<file path="config.mk">
export PLATFORM = sky130hd
export DESIGN_NAME = ubg_top
export DESIGN_NICKNAME = d
export VERILOG_FILES = /design/src/core/ubg_pkg.sv /design/src/core/ubg_top.sv /design/src/core/ubg_divider.sv
export VERILOG_INCLUDE_DIRS = /design/src /design/src/core
export SDC_FILE = /design/constraint.sdc
export NUM_CORES = 1
export LEC_CHECK = 0
export BUFFER_PORTS_ARGS = -buffer_cell sky130_fd_sc_hd__buf_2
export CELL_PAD_IN_SITES_DETAIL_PLACEMENT = 1
export CELL_PAD_IN_SITES_GLOBAL_PLACEMENT = 1
export CORE_ASPECT_RATIO = 0.7
export CORE_UTILIZATION = 40
export CTS_BUF_LIST = sky130_fd_sc_hd__clkbuf_8
export DETAILED_ROUTE_END_ITERATION = 7
export PLACE_DENSITY_LB_ADDON = 0.3
export SYNTH_ARGS = -nofsm -noshare
export SYNTH_HDL_FRONTEND = slang
export SYNTH_HIERARCHICAL = 1
export SYNTH_SLANG_ARGS = --single-unit
</file>
<file path="constraint.sdc">
create_clock -name clk_sys -period 2.65 [get_ports clk_sys]
set_input_delay 0.53 -clock clk_sys [delete_from_list [all_inputs] [get_ports clk_sys]]
set_output_delay 0.53 -clock clk_sys [all_outputs]
set_load 0.01 [all_outputs]
</file>
<file path="src/core/ubg_consts.svh">
/*
 * Constants of the serial channel baud generator: register addresses,
 * field positions, reset values and prescaler codes.
 * Assumes a 16-bit byte address space seen by the CPU.
 */
`ifndef UBG_CONSTS_SVH
`define UBG_CONSTS_SVH

// Byte addresses
`define UBG_ADDR_ASYNC_MODE 16'hff70
`define UBG_ADDR_ASYNC_STAT 16'hff71
`define UBG_ADDR_SYNC_MODE 16'hff72
`define UBG_ADDR_BAUD_CTRL 16'hff73
`define UBG_ADDR_RX_BUF 16'hff74

// Reset values
`define UBG_RST_ASYNC_MODE 8'h00
`define UBG_RST_SYNC_MODE 8'h00
`define UBG_RST_BAUD_CTRL 8'h00

// Field positions
`define UBG_SYNC_EN_BIT 7
`define UBG_TX_EN_BIT 7
`define UBG_RX_EN_BIT 6
`define UBG_STOP_LEN_BIT 2
`define UBG_CLK_SEL_BIT 0
`define UBG_OVR_BIT 0
`define UBG_FE_BIT 1

// Sync mode bits that must read back as zero (0 and 3..6)
`define UBG_SYNC_MODE_MASK 8'h86

// Divider modulus codes
`define UBG_MOD_PASS 4'hf
`define UBG_MOD_BASE 5'h0f

// Prescale codes: 0101..1110 give n = 1..10, 0000 gives n = 11
`define UBG_PS_FIRST 4'h5
`define UBG_PS_LAST 4'he
`define UBG_PS_N11 4'h0
`define UBG_PS_N_MAX 4'hb
`define UBG_PS_W 11

`endif

</file>
<file path="src/core/ubg_pkg.sv">
/*
 * Types of the serial channel baud generator.
 * Assumes ubg_consts.svh for all numeric constants.
 */
`default_nettype none
`include "ubg_consts.svh"

package ubg_pkg;

    // Channel operating mode
    typedef enum logic [1:0] {
        UBG_MODE_STOP = 2'b00,
        UBG_MODE_UART = 2'b01,
        UBG_MODE_SYNC = 2'b10
    } ubg_mode_type;

    // One pin driven by the block: level and active-low output enable
    typedef struct packed {
        logic o;
        logic oe_n;
    } ubg_pin_type;

    // Byte bus request with single-bit write option
    typedef struct packed {
        logic [15:0] addr;
        logic wr;
        logic rd;
        logic [7:0] wdata;
        logic bit_wr;
        logic [2:0] bit_idx;
        logic bit_val;
    } ubg_bus_type;

    // Divider state
    typedef struct packed {
        logic [4:0] cnt;
        logic clk;
        logic tick;
    } ubg_div_state_type;

    // Top-level state
    typedef struct packed {
        logic [7:0] async_mode;
        logic [7:0] sync_mode;
        logic [7:0] baud_ctrl;
        logic [7:0] rx_buf;
        logic buf_full;
        logic ovr;
        logic fe;
        logic [7:0] rdata;
        logic [`UBG_PS_W-1:0] pre_cnt;
        logic ext_clk_prev;
        ubg_pin_type pin_out;
        ubg_pin_type pin_clk;
        logic restart;
    } ubg_state_type;

endpackage

`default_nettype wire

</file>
<file path="src/core/ubg_top.sv">
/*
 * Serial channel control: mode registers, baud generator, overrun and
 * stop-bit checks, and the pin multiplexer for operation-stop mode.
 * Assumes the frame datapath and port logic sit outside, on clk_sys,
 * and that all inputs are synchronous to clk_sys.
 */
// Overview of operation
// Overrun keeps being reported on later receptions until the buffer is read.
// Receiver checks only the first stop bit, whatever the stop length.
// Baud control register clears to zero on reset.
// Software writes the baud control register only as a whole byte.
// Low nibble k divides the source clock by k plus sixteen.
// Low nibble all ones passes the source clock, for 3-wire mode only; the divider passes it in every mode, asynchronous included.
// High nibble picks main clock over two to the n, n one to eleven.
// Software must not write baud control during a transfer.
// Internal rate is main clock over two to the n plus one times k plus sixteen.
// External rate is pin clock over two times k plus sixteen.
// Channel has stop, asynchronous and 3-wire synchronous modes.
// In stop mode no transfer; the three pins act as plain ports.
// Software enters stop mode by clearing sync enable, transmit and receive enables.
// Sync mode register clears to zero and takes bit or byte writes.
// Sync mode bit seven enables 3-wire operation.
// Software writes zero to sync mode bits zero and three to six.
// Overrun sets when a reception completes before the buffer is read.
// Divider toggles the baud clock every k plus sixteen source ticks.
// Writing baud control restarts the divider from zero.
`timescale 1ns/10ps
`default_nettype none
`include "ubg_consts.svh"

module ubg_top
    import ubg_pkg::*;
(
    input wire logic clk_sys, // System clock, 100 MHz
    input wire logic rst, // Async reset, active high
    input wire ubg_pkg::ubg_bus_type bus, // CPU byte access
    output logic [7:0] rdata, // Read data, one cycle after rd
    input wire logic rx_done, // Reception complete pulse
    input wire logic [7:0] rx_data, // Received byte
    input wire logic rx_stop1, // Level of the first stop bit
    input wire logic ser_out_data, // Transmit or shift data
    input wire logic ser_clk_o, // 3-wire clock out
    input wire logic ser_clk_oe_n, // 3-wire clock enable, low drives
    input wire ubg_pkg::ubg_pin_type port_out, // Port drive, data-out pin
    input wire ubg_pkg::ubg_pin_type port_clk, // Port drive, clock pin
    input wire ubg_pkg::ubg_pin_type port_in, // Port drive, data-in pin
    input wire logic serial_in_pin_i, // Data-in pin level
    input wire logic serial_clock_pin_i, // Clock pin level
    output ubg_pkg::ubg_pin_type serial_in_pin, // Data-in pin drive
    output ubg_pkg::ubg_pin_type serial_out_pin, // Data-out pin drive
    output ubg_pkg::ubg_pin_type serial_clock_pin, // Clock pin drive
    output ubg_pkg::ubg_mode_type mode, // Channel mode
    output logic transmit_enable, // Transmitter enabled
    output logic receive_enable, // Receiver enabled
    output logic sync_serial_enable, // 3-wire operation enabled
    output logic stop_length_select, // Two stop bits on transmit
    output logic ser_in, // Serial data to the datapath
    output logic baud_clk, // Baud clock level
    output logic baud_tick // Pulse on baud clock rise, or on every toggle with the pass-through code
);
    import ubg_pkg::*;

    ubg_state_type s_q, s_d;
    logic [3:0] prescale_select;
    logic [3:0] divide_modulus;
    logic [3:0] n_sel;
    logic [`UBG_PS_W-1:0] pre_mask;
    logic int_tick;
    logic ext_tick;
    logic src_tick;
    logic wr_baud;
    logic rd_buf;

    assign prescale_select = s_q.baud_ctrl[7:4];
    assign divide_modulus = s_q.baud_ctrl[3:0];

    // prescale code to n
    always_comb begin
        if (prescale_select == `UBG_PS_N11) begin
            n_sel = `UBG_PS_N_MAX;
        end else if (prescale_select >= `UBG_PS_FIRST && prescale_select <= `UBG_PS_LAST) begin
            n_sel = prescale_select - (`UBG_PS_FIRST - 4'h1);
        end else begin
            n_sel = `UBG_PS_N_MAX; // Prohibited codes fall back to the slowest rate
        end
    end

    // Mask of the low n bits of the prescaler
    genvar gi;
    generate
        for (gi = 0; gi < `UBG_PS_W; gi = gi + 1) begin : g_mask
            assign pre_mask[gi] = (4'(gi) < n_sel);
        end
    endgenerate

    // internal source ticks once per two to the n system clocks
    assign int_tick = ((s_q.pre_cnt & pre_mask) == pre_mask);
    // external source is each rising edge of the clock pin
    assign ext_tick = serial_clock_pin_i & ~s_q.ext_clk_prev;
    assign src_tick = s_q.async_mode[`UBG_CLK_SEL_BIT] ? int_tick : ext_tick;

    // baud control ignores single-bit writes
    assign wr_baud = bus.wr && (bus.addr == `UBG_ADDR_BAUD_CTRL);
    assign rd_buf = bus.rd && (bus.addr == `UBG_ADDR_RX_BUF);

    // Next state
    always_comb begin
        s_d = s_q;
        s_d.ext_clk_prev = serial_clock_pin_i;
        s_d.restart = 1'b0;
        // Free-running prescaler, restarted with the divider
        if (s_q.restart) begin
            s_d.pre_cnt = '0;
        end else begin
            s_d.pre_cnt = s_q.pre_cnt + `UBG_PS_W'(1);
        end

        // Byte writes
        if (bus.wr) begin
            if (bus.addr == `UBG_ADDR_ASYNC_MODE) begin
                s_d.async_mode = bus.wdata;
            end else if (bus.addr == `UBG_ADDR_SYNC_MODE) begin
                // byte write, reserved bits held at zero
                s_d.sync_mode = bus.wdata & `UBG_SYNC_MODE_MASK;
            end else if (wr_baud) begin
                s_d.baud_ctrl = bus.wdata;
                // restart divider
                s_d.restart = 1'b1;
            end
        end

        // Single-bit writes
        if (bus.bit_wr) begin
            if (bus.addr == `UBG_ADDR_ASYNC_MODE) begin
                s_d.async_mode[bus.bit_idx] = bus.bit_val;
            end else if (bus.addr == `UBG_ADDR_SYNC_MODE) begin
                // bit write
                s_d.sync_mode[bus.bit_idx] = bus.bit_val;
                s_d.sync_mode = s_d.sync_mode & `UBG_SYNC_MODE_MASK;
            end
        end

        // Reading the buffer frees it and ends the overrun
        if (rd_buf) begin
            s_d.buf_full = 1'b0;
            s_d.ovr = 1'b0;
        end

        // Reception wins over a read in the same cycle
        if (rx_done && s_q.async_mode[`UBG_RX_EN_BIT]) begin
            s_d.rx_buf = rx_data;
            s_d.buf_full = 1'b1;
            // overrun sets and persists until the buffer is read
            s_d.ovr = (s_q.buf_full && !rd_buf) || (s_q.ovr && !rd_buf);
            // single stop bit check
            s_d.fe = ~rx_stop1;
        end

        // Registered read data
        s_d.rdata = 8'h00;
        if (bus.rd) begin
            if (bus.addr == `UBG_ADDR_ASYNC_MODE) begin
                s_d.rdata = s_q.async_mode;
            end else if (bus.addr == `UBG_ADDR_ASYNC_STAT) begin
                s_d.rdata = {6'h00, s_q.fe, s_q.ovr};
            end else if (bus.addr == `UBG_ADDR_SYNC_MODE) begin
                s_d.rdata = s_q.sync_mode;
            end else if (bus.addr == `UBG_ADDR_BAUD_CTRL) begin
                s_d.rdata = s_q.baud_ctrl;
            end else if (rd_buf) begin
                s_d.rdata = s_q.rx_buf;
            end
        end

        // pins follow the port logic in stop mode
        if (mode == UBG_MODE_STOP) begin
            s_d.pin_out = port_out;
            s_d.pin_clk = port_clk;
        end else if (mode == UBG_MODE_SYNC) begin
            s_d.pin_out = '{o: ser_out_data, oe_n: 1'b0};
            s_d.pin_clk = '{o: ser_clk_o, oe_n: ser_clk_oe_n};
        end else begin
            // Clock pin is an input in asynchronous mode
            s_d.pin_out = '{o: ser_out_data, oe_n: ~s_q.async_mode[`UBG_TX_EN_BIT]};
            s_d.pin_clk = '{o: 1'b0, oe_n: 1'b1};
        end
    end

    // State register; R3 baud control clears, R14 sync mode clears
    always_ff @(posedge clk_sys or posedge rst) begin
        if (rst) begin
            s_q <= '0;
            s_q.async_mode <= `UBG_RST_ASYNC_MODE;
            s_q.sync_mode <= `UBG_RST_SYNC_MODE;
            s_q.baud_ctrl <= `UBG_RST_BAUD_CTRL;
            s_q.pin_out <= '{o: 1'b0, oe_n: 1'b1};
            s_q.pin_clk <= '{o: 1'b0, oe_n: 1'b1};
        end else begin
            s_q <= s_d;
        end
    end

    // divider
    ubg_divider u_div (
        .clk_sys(clk_sys),
        .rst(rst),
        .src_tick(src_tick),
        .modulus(divide_modulus),
        .restart(s_q.restart),
        .baud_clk(baud_clk),
        .baud_tick(baud_tick)
    );

    // mode decode; sync enable has priority
    always_comb begin
        if (s_q.sync_mode[`UBG_SYNC_EN_BIT]) begin
            mode = UBG_MODE_SYNC;
        end else if (s_q.async_mode[`UBG_TX_EN_BIT] || s_q.async_mode[`UBG_RX_EN_BIT]) begin
            mode = UBG_MODE_UART;
        end else begin
            mode = UBG_MODE_STOP;
        end
    end

    assign sync_serial_enable = s_q.sync_mode[`UBG_SYNC_EN_BIT];
    assign transmit_enable = s_q.async_mode[`UBG_TX_EN_BIT];
    assign receive_enable = s_q.async_mode[`UBG_RX_EN_BIT];
    assign stop_length_select = s_q.async_mode[`UBG_STOP_LEN_BIT];
    // data-in pin is never driven by the channel
    assign serial_in_pin = (mode == UBG_MODE_STOP) ? port_in : ubg_pin_type'{o: 1'b0, oe_n: 1'b1};
    assign serial_out_pin = s_q.pin_out;
    assign serial_clock_pin = s_q.pin_clk;
    // Serial data held idle-high while stopped
    assign ser_in = (mode == UBG_MODE_STOP) ? 1'b1 : serial_in_pin_i;
    assign rdata = s_q.rdata;

endmodule

`default_nettype wire

</file>
<file path="src/core/ubg_divider.sv">
/*
 * Five-bit baud divider: toggles the baud clock every k+16 source ticks,
 * or passes the source undivided for the pass-through code.
 * Assumes src_tick is a one-cycle pulse on clk_sys.
 */
`timescale 1ns/10ps
`default_nettype none
`include "ubg_consts.svh"

module ubg_divider
    import ubg_pkg::*;
(
    input wire logic clk_sys, // System clock
    input wire logic rst, // Async reset, active high
    input wire logic src_tick, // Source clock pulse
    input wire logic [3:0] modulus, // Value k
    input wire logic restart, // Restart from zero
    output logic baud_clk, // Baud clock level
    output logic baud_tick // Pulse at baud clock rise, or at every toggle with the pass-through code
);
    import ubg_pkg::*;

    ubg_div_state_type s_q, s_d;
    logic [4:0] last;

    // Next state of the divider
    always_comb begin
        last = `UBG_MOD_BASE + {1'b0, modulus};
        s_d = s_q;
        s_d.tick = 1'b0;
        if (restart) begin
            s_d.cnt = 5'h00;
            s_d.clk = 1'b0;
        end else if (src_tick) begin
            // pass through
            if (modulus == `UBG_MOD_PASS) begin
                s_d.clk = ~s_q.clk;
                s_d.tick = 1'b1;
            // divide k+16
            end else if (s_q.cnt == last) begin
                s_d.cnt = 5'h00;
                s_d.clk = ~s_q.clk;
                s_d.tick = ~s_q.clk;
            end else begin
                s_d.cnt = s_q.cnt + 5'h01;
            end
        end
    end

    // State register
    always_ff @(posedge clk_sys or posedge rst) begin
        if (rst) begin
            s_q <= '0;
        end else begin
            s_q <= s_d;
        end
    end

    assign baud_clk = s_q.clk;
    assign baud_tick = s_q.tick;

endmodule

`default_nettype wire

</file>
==> results of run 1 <==
power by group through the flow:
| stage | logic [mW] | registers, mW | clock network [mW] |
|---|---|---|---|
| global placement | 0.287 | 1.13 | 0 |
| CTS | 0.305 | 1.12 | 0.883 |
| floorplan | 0.192 | 1.12 | 0 |
| detailed placement | 0.303 | 1.14 | 0 |
| finish | 0.318 | 1.12 | 0.853 |
| global route | 0.352 | 1.13 | 0.915 |
what timing repair did:
| action | in CTS | in global routing |
|---|---|---|
| buffers inserted | 0 | 0 |
| gates cloned | 0 | 0 |
| pin swaps | 0 | 1 |
| resized for setup | 1 | 13 |
| setup endpoints to repair | 2 | 4 |
final cells by class:
type / instances / area share, %
flip-flops and latches: 67 / 37.1
inverters: 16 / 1.33
multi-input cells: 263 / 43.2
well taps: 124 / 3.43
repair buffers: 88 / 10.7
clock buffers: 9 / 2.74
clock inverters: 7 / 1.52
cells in the final DEF (no fill, tap or decap), types with 5 or more instances in the layout:
cell / netlist / routed
a21oi_1: 26 / 26
xnor2_1: 7 / 7
xor2_1: 6 / 6
nand2b_1: 8 / 8
nand2_1: 23 / 22
nand3_1: 12 / 12
dfrtp_1: 65 / 65
o21ai_0: 17 / 16
inv_1: 16 / 15
ha_1: 7 / 6
nor2_1: 25 / 25
a222oi_1: 5 / 5
nor3_1: 10 / 10
mux2_2: 15 / 15
buf_4: 17 / 11
buf_2: 6 / 76
nor2b_1: 14 / 14
a31oi_1: 7 / 6
nor3b_1: 8 / 7
clkbuf_8: 0 / 9
mux2_4: 8 / 8
metal layers:
| metal | global-route usage [%] | vias up | wire length (um) |
|---|---|---|---|
| met5 | 0 | - | 0 |
| met4 | 7.83 | 0 | 144 |
| met3 | 6.01 | 13 | 649 |
| met2 | 36.4 | 107 | 5070 |
| met1 | 33.0 | 1606 | 5130 |
| li1 | - | 1473 | - |
sequential cells by signal, indices dropped and copies added, names as in the netlist, 2 cells and up:
signal,flops
s_q,36
rdata,8
u_div/s_q,5
divide_modulus,4
prescale_select,4
serial_clock_pin,2
serial_out_pin,2
critical path: cells and delay by family, from the launching register on:
kind / cells / cell delay (ns)
simple gates: 3 / 1.06
compound gates: 4 / 0.54
flops: 1 / 0.38
buf+inv: 2 / 0.27
fa+ha+maj: 1 / 0.15
cells by family after synthesis:
logic type	after synthesis	synth area share [%]
compound gates	81	14.2
xor+xnor	13	3.00
fa+ha+maj	7	2.30
buf+inv	46	6.42
flops	67	44.2
mux	26	8.40
simple gates	136	21.5
stage by stage:
stage	TNS [ns]	instances	cell area, um^2	hold slack (ns)
finish	0	574	4520	0.104
global route	-0.000434	574	4520	0.128
CTS	0	574	4450	0.0925
detailed placement	0	558	4260	0.489
global placement	0	558	4260	0.478
floorplan	0	376	3810	0.333
worst paths after layout:
path                                                start                         end  slack [ns]  cells after the start
setup / recovery           prescale_select[3]$_DFFE_PP0P_  u_div/baud_clk$_DFFE_PP0P_        0.11                     10
hold / removal                                        rst    u_div/s_q[2]$_DFFE_PP0P_        0.10                      2
setup reg to reg           prescale_select[3]$_DFFE_PP0P_  u_div/baud_clk$_DFFE_PP0P_        0.11                     10
hold reg to reg                       s_q[25]$_DFFE_PP0P_         s_q[25]$_DFFE_PP0P_        0.51                      2
max in group asynchronous                             rst          rdata[7]$_DFF_PP0_        1.86                      3
min in group clk_sys                   serial_clock_pin_i            s_q[5]$_DFF_PP0_        0.29                      1
==> results.md, run 1 <==
* Synth Net Count at around 440
* Worst-margin pin slew at ~0.53 ns
* Final hold vios at 0
* # hold bufs at CTS at 0
* WL/cell at 19.2 um
* Num CTS Buffers at 9
* Fillcell total at ~1100
* Max Slew Vio Count at 0
* Fmax at between 300 and 400 MHz
* DRC marker count from the first detailed-route iteration at 228
* NumNets Final at between 500 and 600
* Seq. cell area at roughly 1700 um^2
* Critical Path AT at approximately 2.8 ns
* Min Tclk post-route at about 2.5 ns
* Clock transition at the registers of the reported paths at 0.08 ns
* Setup CP Type: reg2reg
* Root buffer cell: clkbuf_8
* DP Wirelength at 8250 um
* Status: finished, final reports clean
* Initial antenna violation count at 0
* Total power per unit cell area at 506 nW/um^2
* GRT Resource Usage Total at 23.8%
* Utilization after layout at between 40% and 50%
* Largest net degree at the start of global routing at 42
* Max Cap Viol at 0
* Die area at 9900 um^2
* Area of the core at approximately 9100 um^2
* Netlist Area Pre-Place at about 3800 um^2
* CP cell instances: inv_1 > ha_4 > or3b_4 > o2111ai_2 > a2bb2oi_1 > a31oi_1 > o21ai_2 > buf_4 > nor4b_1 > or4_1
* DRC viols at 0
* Vias at roughly 3200
* Share of the cycle needed by the critical path after routing at 95.9%
* Sw power at roughly 670 uW
* Post-synth top flop: dfrtp_1
* Synth unique cells at just over 60
* Clock network power share at 37.3%
* TritonRoute pass-1 iters at 4
* Cell Int Power at between 1.5 and 2 mW
* Crit start category: flip-flop
* H-Tree Depth at 3
* # rows at 29
* Multi-input gate area at 1950 um^2
* Avg Cell Area, Syn at ~10 um^2
* CP endpoint kind: flip-flop
* Vias in the first global route at 3400
* Die width at 118 um
* Die Height at 83.5 um
* N_diodes at 0
* Switching Fraction at between 20% and 30%
* # IOs at slightly below 80
* Asr flop ratio synth at between 90% and 100%
* Combinational fraction of design power at 13.9%
* # clock sinks at 67
* Worst path max stage delay at between 0.5 and 0.6 ns
* DP Worst Slack at 0.0145 ns
* Max VDD drop at 0.261 mV
* First-pass GRT wire length at 18200 um
* Final Skew at approximately 0.008 ns
* Share of layout cells above drive strength 1 at roughly 34%
* Endpoints failing setup at 0
* Port Buffers at 76
* Post-synthesis register bit count at 67
* TritonCTS clock tree: done
* Reg power frac at between 40% and 50%
* Top-count cell post-synth: dfrtp_1
* Leakage at between 2 and 2.5 nW
* ANT nets after route at 0
* Number of flops mapped to enable cells by yosys at 0
* Layout area overhead at 19.0%
* Slew headroom at roughly 65%
* Hold Path Class: in2async
* WL final at about 11000 um
* CTS Buffer Depth at 2
* RSZ-0062 raised after global routing: yes
* Routed vias/inst at roughly 5.6
* Largest area contributor in the netlist: dfrtp_1
* Synth cell count leaders: 65 x dfrtp_1, 26 x a21oi_1, 25 x nor2_1
* Setup slack after layout at between 0.1 and 0.15 ns
* GP Congestion at 0.828
* YS warnings at 6
* Top cells by area, synth: dfrtp_1 43%, mux2_2 4.4%, a21oi_1 3.4%
* Critical-path cell with the highest stage delay: or4_1
* Power Total at 2.29 mW
* Worst-skew pair later-pin latency at about 0.36 ns
* Worst Path Max Fanout at 5
* Starting Density at 41.6%
* Post-synthesis instance total at approximately 380
* Seq/Total Area, Yosys at approximately 44%
* Worst Path Required at approximately 2.9 ns
* Synth top area share at 42.8%
* GRT overflow at 0
No activity file was read; power rests on OpenSTA's default activity.
==> run 2: changes to the inputs <==
--- a/config.mk
+++ b/config.mk
@@ -6,7 +6,8 @@
 export SDC_FILE = /design/constraint.sdc
 export NUM_CORES = 1
 export LEC_CHECK = 0
-export BUFFER_PORTS_ARGS = -buffer_cell sky130_fd_sc_hd__buf_2
+export ABC_CLOCK_PERIOD_IN_PS = 2650
+export BUFFER_PORTS_ARGS = -buffer_cell sky130_fd_sc_hd__buf_4
 export CELL_PAD_IN_SITES_DETAIL_PLACEMENT = 1
 export CELL_PAD_IN_SITES_GLOBAL_PLACEMENT = 1
 export CORE_ASPECT_RATIO = 0.7
==> run 2 against run 1 <==
Net effect: worst hold slack gained 0.0047 ns; first-iteration DRC count grew 36%; critical path depth is the same; largest cell class unchanged.
==> results.md, run 2 (synthesis gave the netlist of run 1 again) <==
* GRT overflow at 0
* Die width at around 120 um
* Combinational fraction of design power at between 10% and 20%
* Fillcell total at ~1100
* Routed vias/inst at 5.55
* Reg with most FFs: s_q
* Max Slew Vio Count at 0
* Port Buffers at 76
* Min Tclk post-route at around 2.5 ns
* Cell Int Power at between 1.5 and 2 mW
* Starting Density at 41.6%
* Commonest non-fill, non-tap cell in the layout: buf_4
* Placed insts at 558
* CP Buf/Inv Count at 2
* CP cell instances: inv_1 > ha_2 > or3b_4 > o21ai_2 > a221oi_1 > a31oi_1 > o21ai_2 > buf_4 > nor4b_1 > or4_1
* CTS Buffer Depth at 2
* Setup CP Type: reg2reg
* # IOs at a little under 80
* # clock sinks at 67
* Total power per unit cell area at between 400 and 500 nW/um^2
* Reg2Reg Depth at 10
* Worst path max stage delay at roughly 0.52 ns
* Critical-path cell with the highest stage delay: or4_1
* Endpoints failing setup at 0
* N_diodes at 0
* Root buffer cell: clkbuf_8
* Final Skew at about 0.012 ns
* Share of the cycle needed by the critical path after routing at a little over nine tenths
* Clock network power share at between 30 and 40%
* ANT nets after route at 0
* Crit. Startpoint: prescale_select[3]$_DFFE_PP0P_
* Worst Path Max Fanout at 5
* GRT Resource Usage Total at around 22%
* # rows at 29
* Fmax at between 300 and 400 MHz
* Initial antenna violation count at 0
* Crit path top cell by count: o21ai_2
* DRC viols at 0
* Reg-to-Reg End: u_div/baud_clk$_DFFE_PP0P_
* Hold Path Class: in2async
* WL/cell at 18.3 um
* Reg power frac at between 40% and 50%
* Slew headroom at approximately 64%
* WL final at ~10000 um
* Sw power at ~620 uW
* Die area at 9900 um^2
* Vias at 3181
* Final Instance Count excl. Fillers at ~570
* Status: finished, final reports clean
* First-pass GRT wire length at around 17000 um
* H-Tree Depth at 3
* Layout area overhead at 23.1%
* Switching Fraction at roughly 27%
* Area of the core at 9140 um^2
* RSZ-0062 raised after global routing: no
* Worst R2R Start: prescale_select[3]$_DFFE_PP0P_
* Reg2Reg Setup Slack at between 0.1 and 0.15 ns
* Share of layout cells above drive strength 1 at between 30% and 40%
* Most frequent cells in the layout: 87 x buf_4, 65 x dfrtp_1, 26 x a21oi_1
* Worst Path Required at approximately 2.9 ns
* Max reg flops at 36
* GP Congestion at slightly above 0.8
* Vias in the first global route at between 3000 and 4000
* DRC marker count from the first detailed-route iteration at roughly 310
* Utilization after layout at 51.2%
* NumNets Final at approximately 500
* TritonRoute pass-1 iters at 4
* Die Height at ~84 um
* Top delay family on crit path: simple AND/OR/NAND/NOR gates
* Clock transition at the registers of the reported paths at 0.07 ns
* Largest net degree at the start of global routing at 40
* Max Cap Viol at 0
* Crit start category: flip-flop
* Critical Path AT at 2.75 ns
* CP endpoint kind: flip-flop
* DP Wirelength at a little over 8000 um
* Leakage at 2.22 nW
* Max VDD drop at about 0.21 mV
* Num CTS Buffers at 9
* Worst-margin pin slew at about 0.54 ns
* Final hold vios at 0
* Setup Fix Bufs, Post-CTS at 0
* TritonCTS clock tree: done
* Worst-skew pair later-pin latency at roughly 0.36 ns
run 2: cell count changes in the layout (fill, tap and decap cells not counted), moves of 2 or more:
cell,previous run,this run
clkinv_2,3,1
a221oi_1,1,3
buf_2,76,0
clkinvlp_4,2,0
buf_4,11,87
clkbuf_8,9,11
a221oi_2,2,0
inv_1,15,17
run 2: what timing repair did:
action / in CTS / in global routing
hold buffers: 0 / 0
setup endpoints to repair: 2 / 4
gates resized for setup: 2 / 8
pin swaps: 0 / 6
run 2: worst max-delay path by stage:
stage,cells after the start,slack (ns),to
final,10,0.12,u_div/baud_clk$_DFFE_PP0P_
after global routing,10,0.008,u_div/baud_clk$_DFFE_PP0P_
after CTS,11,0.06,u_div/s_q[4]$_DFFE_PP0P_
after detailed placement,11,-0.04,u_div/s_q[4]$_DFFE_PP0P_
after global placement,9,0.09,u_div/s_q[6]$_DFFE_PP0P_
after floorplan,10,0.006,u_div/s_q[5]$_DFFE_PP0P_
run 2: routing by layer:
| metal | up-vias | global-route usage [%] | wire length, um |
|---|---|---|---|
| met4 | 0 | 7.59 | 135 |
| met5 | - | 0 | 0 |
| met3 | 14 | 5.74 | 668 |
| li1 | 1469 | - | - |
| met1 | 1588 | 29.7 | 4880 |
| met2 | 110 | 35.2 | 4810 |
run 2: worst register-to-register path: cells and delay by family (launching register included):
family / cells / cell delay (ns)
AOI/OAI and AO/OA: 4 / 0.54
and+or+nand+nor: 3 / 1.06
adders and majority gates: 1 / 0.19
buffers and inverters: 2 / 0.24
DFF: 1 / 0.38
run 2: area by class of cell:
class	instances	area (um^2)	share of cell area (%)
tap	124	155	3.32
sequential	67	1680	35.9
timing repair buffer	88	673	14.4
clock inverter	4	42.5	0.909
inverter	16	60.1	1.28
multi-input combinational	263	1920	41.0
clock buffer	11	151	3.24
run 2: metrics by stage:
step                      cell area (um^2)  setup TNS, ns  total power [mW]  hold WS (ns)  setup slack (ns)
after floorplan                       3810              0              1.31         0.333           0.00644
after global placement                4450              0              1.44         0.478            0.0948
after detailed placement              4450        -0.0605              1.46         0.497           -0.0411
after CTS                             4650              0              2.33         0.100            0.0581
after global routing                  4680              0              2.41         0.128           0.00828
final                                 4680              0              2.30         0.109             0.125
run 2: power by group through the flow:
| stage | combinational, mW | clock, mW | sequential (mW) |
|---|---|---|---|
| after floorplan | 0.192 | 0 | 1.12 |
| after global placement | 0.312 | 0 | 1.13 |
| after detailed placement | 0.326 | 0 | 1.14 |
| after CTS | 0.329 | 0.886 | 1.12 |
| after global routing | 0.370 | 0.916 | 1.12 |
| final | 0.332 | 0.855 | 1.12 |
==> run 3: changes to the inputs <==
--- a/config.mk
+++ b/config.mk
@@ -11,6 +11,7 @@
 export CELL_PAD_IN_SITES_DETAIL_PLACEMENT = 1
 export CELL_PAD_IN_SITES_GLOBAL_PLACEMENT = 1
 export CORE_ASPECT_RATIO = 0.7
+export CORE_MARGIN = 2
 export CORE_UTILIZATION = 40
 export CTS_BUF_LIST = sky130_fd_sc_hd__clkbuf_8
 export DETAILED_ROUTE_END_ITERATION = 7
==> run 3 against run 2 <==
Net effect: design area increased by 0.86%; sequential share of layout area decreased by 0.30 points; power increased by 8.1%; register-to-register slack about the same; flip-flop and latch count unchanged; utilization increased by 0.44 points; die area increased by 4.1%; highest routed layer unchanged; clock power increased by 22%; wire length increased by 1.9%; count of clock-buffer cells in the layout decreased by 2.
==> results.md, run 3 (synthesis gave the netlist of run 1 again) <==
* Max VDD drop at around 0.25 mV
* Num CTS Buffers at 9
* DRC marker count from the first detailed-route iteration at between 150 and 200
* CP endpoint kind: flip-flop
* Area of the core at about 9000 um^2
* Final hold vios at 0
* Slew headroom at 61.4%
* Worst-skew pair later-pin latency at ~0.36 ns
* Fillcell total at 1028
* Max reg flops at 36
* Min Tclk post-route at 2.54 ns
* Die Height at ~86 um
* Status: finished, final reports clean
* Worst Path Required at about 2.9 ns
* N_diodes at 0
* H-Tree Depth at 3
* TritonCTS clock tree: done
* GRT overflow at 0
* # clock sinks at 67
* Root buffer cell: clkbuf_8
* Critical-path cell with the highest stage delay: or4_1
* Worst path max stage delay at about 0.5 ns
* Most frequent cells in the layout: 86 x buf_4, 65 x dfrtp_1, 26 x a21oi_1
* Final Skew at roughly 0.0088 ns
* Total power per unit cell area at between 500 and 600 nW/um^2
* Vias at 3178
* CTS Buffer Depth at 2
* WL final at 10700 um
* GP Congestion at a little under 0.9
* Worst Path Max Fanout at 5
* Endpoints failing setup at 0
* Max Slew Vio Count at 0
* Fmax at 394 MHz
* GRT Resource Usage Total at between 20% and 30%
* Port Buffers at 76
* Hold Path Class: in2async
* Reg with most FFs: s_q
* Multi-input gate area at roughly 1900 um^2
* Clock transition at the registers of the reported paths at ~0.07 ns
* Leakage at about 2.2 nW
* Routed vias/inst at 5.55
* Worst-margin pin slew at roughly 0.57 ns
* Max Cap Viol at 0
* CP Buf/Inv Count at 2
* RSZ-0062 raised after global routing: yes
* Share of layout cells above drive strength 1 at 33.4%
* Crit start category: flip-flop
* # hold bufs at CTS at 0
* ANT nets after route at 0
* DRC viols at 0
* DP Wirelength at approximately 8000 um
* Die width at about 120 um
* Commonest non-fill, non-tap cell in the layout: buf_4
* Top delay family on crit path: simple AND/OR/NAND/NOR gates
* Reg2Reg Depth at 10
* # rows at 29
* # IOs at 77
* First-pass GRT wire length at 16900 um
* Starting Density at approximately two fifths
* Critical Path Stages at 10
* Share of the cycle needed by the critical path after routing at 95.8%
* Critical Path AT at 2.77 ns
* Seq. cell area at around 1700 um^2
* Setup TNS at 0 ns
* Setup CP Type: reg2reg
* Vias in the first global route at roughly 3300
* Largest net degree at the start of global routing at 42
* NumNets Final at approximately 510
* TritonRoute pass-1 iters at 4
* Die area at about 10000 um^2
* WL/cell at about 19 um
* Hold WS at 0.113 ns
* Initial antenna violation count at 0
* CP cell instances: inv_1 > ha_2 > or3b_4 > o2111ai_1 > a2bb2oi_1 > a31oi_1 > o21ai_2 > buf_4 > nor4b_1 > or4_1
* Layout area overhead at 24.2%
-- run 3: worst register-to-register path, cell delays in order, from the launching register on --
cell and delay (ns):
dfrtp_1 0.38, inv_1 0.08, ha_2 0.19, or3b_4 0.41, o2111ai_1 0.14, a2bb2oi_1 0.10, a31oi_1 0.22, o21ai_2 0.10
buf_4 0.16, nor4b_1 0.14, or4_1 0.50
-- run 3: power breakdown --
| group | internal (mW) | switching [mW] | total [mW] |
|---|---|---|---|
| Clock | 0.623 | 0.421 | 1.04 |
| Sequential | 1.07 | 0.0501 | 1.12 |
| Combinational | 0.145 | 0.187 | 0.332 |
-- run 3: path summary, 6_finish.rpt --
kind / startpoint / end / slack, ns
max: prescale_select[3]$_DFFE_PP0P_ / u_div/baud_clk$_DFFE_PP0P_ / 0.11
min: rst / u_div/s_q[2]$_DFFE_PP0P_ / 0.11
max reg2reg: prescale_select[3]$_DFFE_PP0P_ / u_div/baud_clk$_DFFE_PP0P_ / 0.11
min reg2reg: s_q[25]$_DFFE_PP0P_ / s_q[25]$_DFFE_PP0P_ / 0.50
max in group asynchronous: rst / s_q[27]$_DFFE_PP0P_ / 1.83
min in group clk_sys: serial_clock_pin_i / s_q[5]$_DFF_PP0_ / 0.29
-- run 3: layout make-up --
cell class | count | area share [%]
Sequential cell | 67 | 35.6
Timing Repair Buffer | 87 | 14.1
Inverter | 16 | 1.27
Clock buffer | 9 | 2.62
Tap cell | 124 | 3.29
Clock inverter | 7 | 2.47
Multi-Input combinational cell | 263 | 40.7
-- run 3: what timing repair did --
item                       4_1_cts  5_1_grt
pin swaps                        0        5
resized for setup                1        8
setup endpoints to repair        2        4
setup buffers                    0        0
-- run 3: routing by layer --
| metal | part of all wire, % | up-vias | global-route usage (%) | wire length, um |
|---|---|---|---|---|
| met5 | 0 | - | 0 | 0 |
| met4 | 1.1 | 0 | 6.03 | 114 |
| met3 | 5.8 | 12 | 5.52 | 620 |
| met2 | 45 | 86 | 32.8 | 4850 |
| met1 | 48 | 1604 | 29.8 | 5120 |
| li1 | - | 1476 | - | - |
-- run 3: through the flow --
| step | setup WS [ns] | utilization, % | total power [mW] | cells | area, um^2 |
|---|---|---|---|---|---|
| 2_1_floorplan | 0.00644 | - | 1.31 | 376 | 3810 |
| 3_3_place_gp | 0.131 | 48.6 | 1.45 | 557 | 4440 |
| 3_5_place_dp | -0.00311 | 48.6 | 1.46 | 557 | 4440 |
| 4_1_cts | 0.0287 | 51.2 | 2.51 | 573 | 4680 |
| 5_1_grt | -0.0307 | 51.6 | 2.59 | 573 | 4720 |
| 6_report | 0.111 | 51.6 | 2.49 | 573 | 4720 |
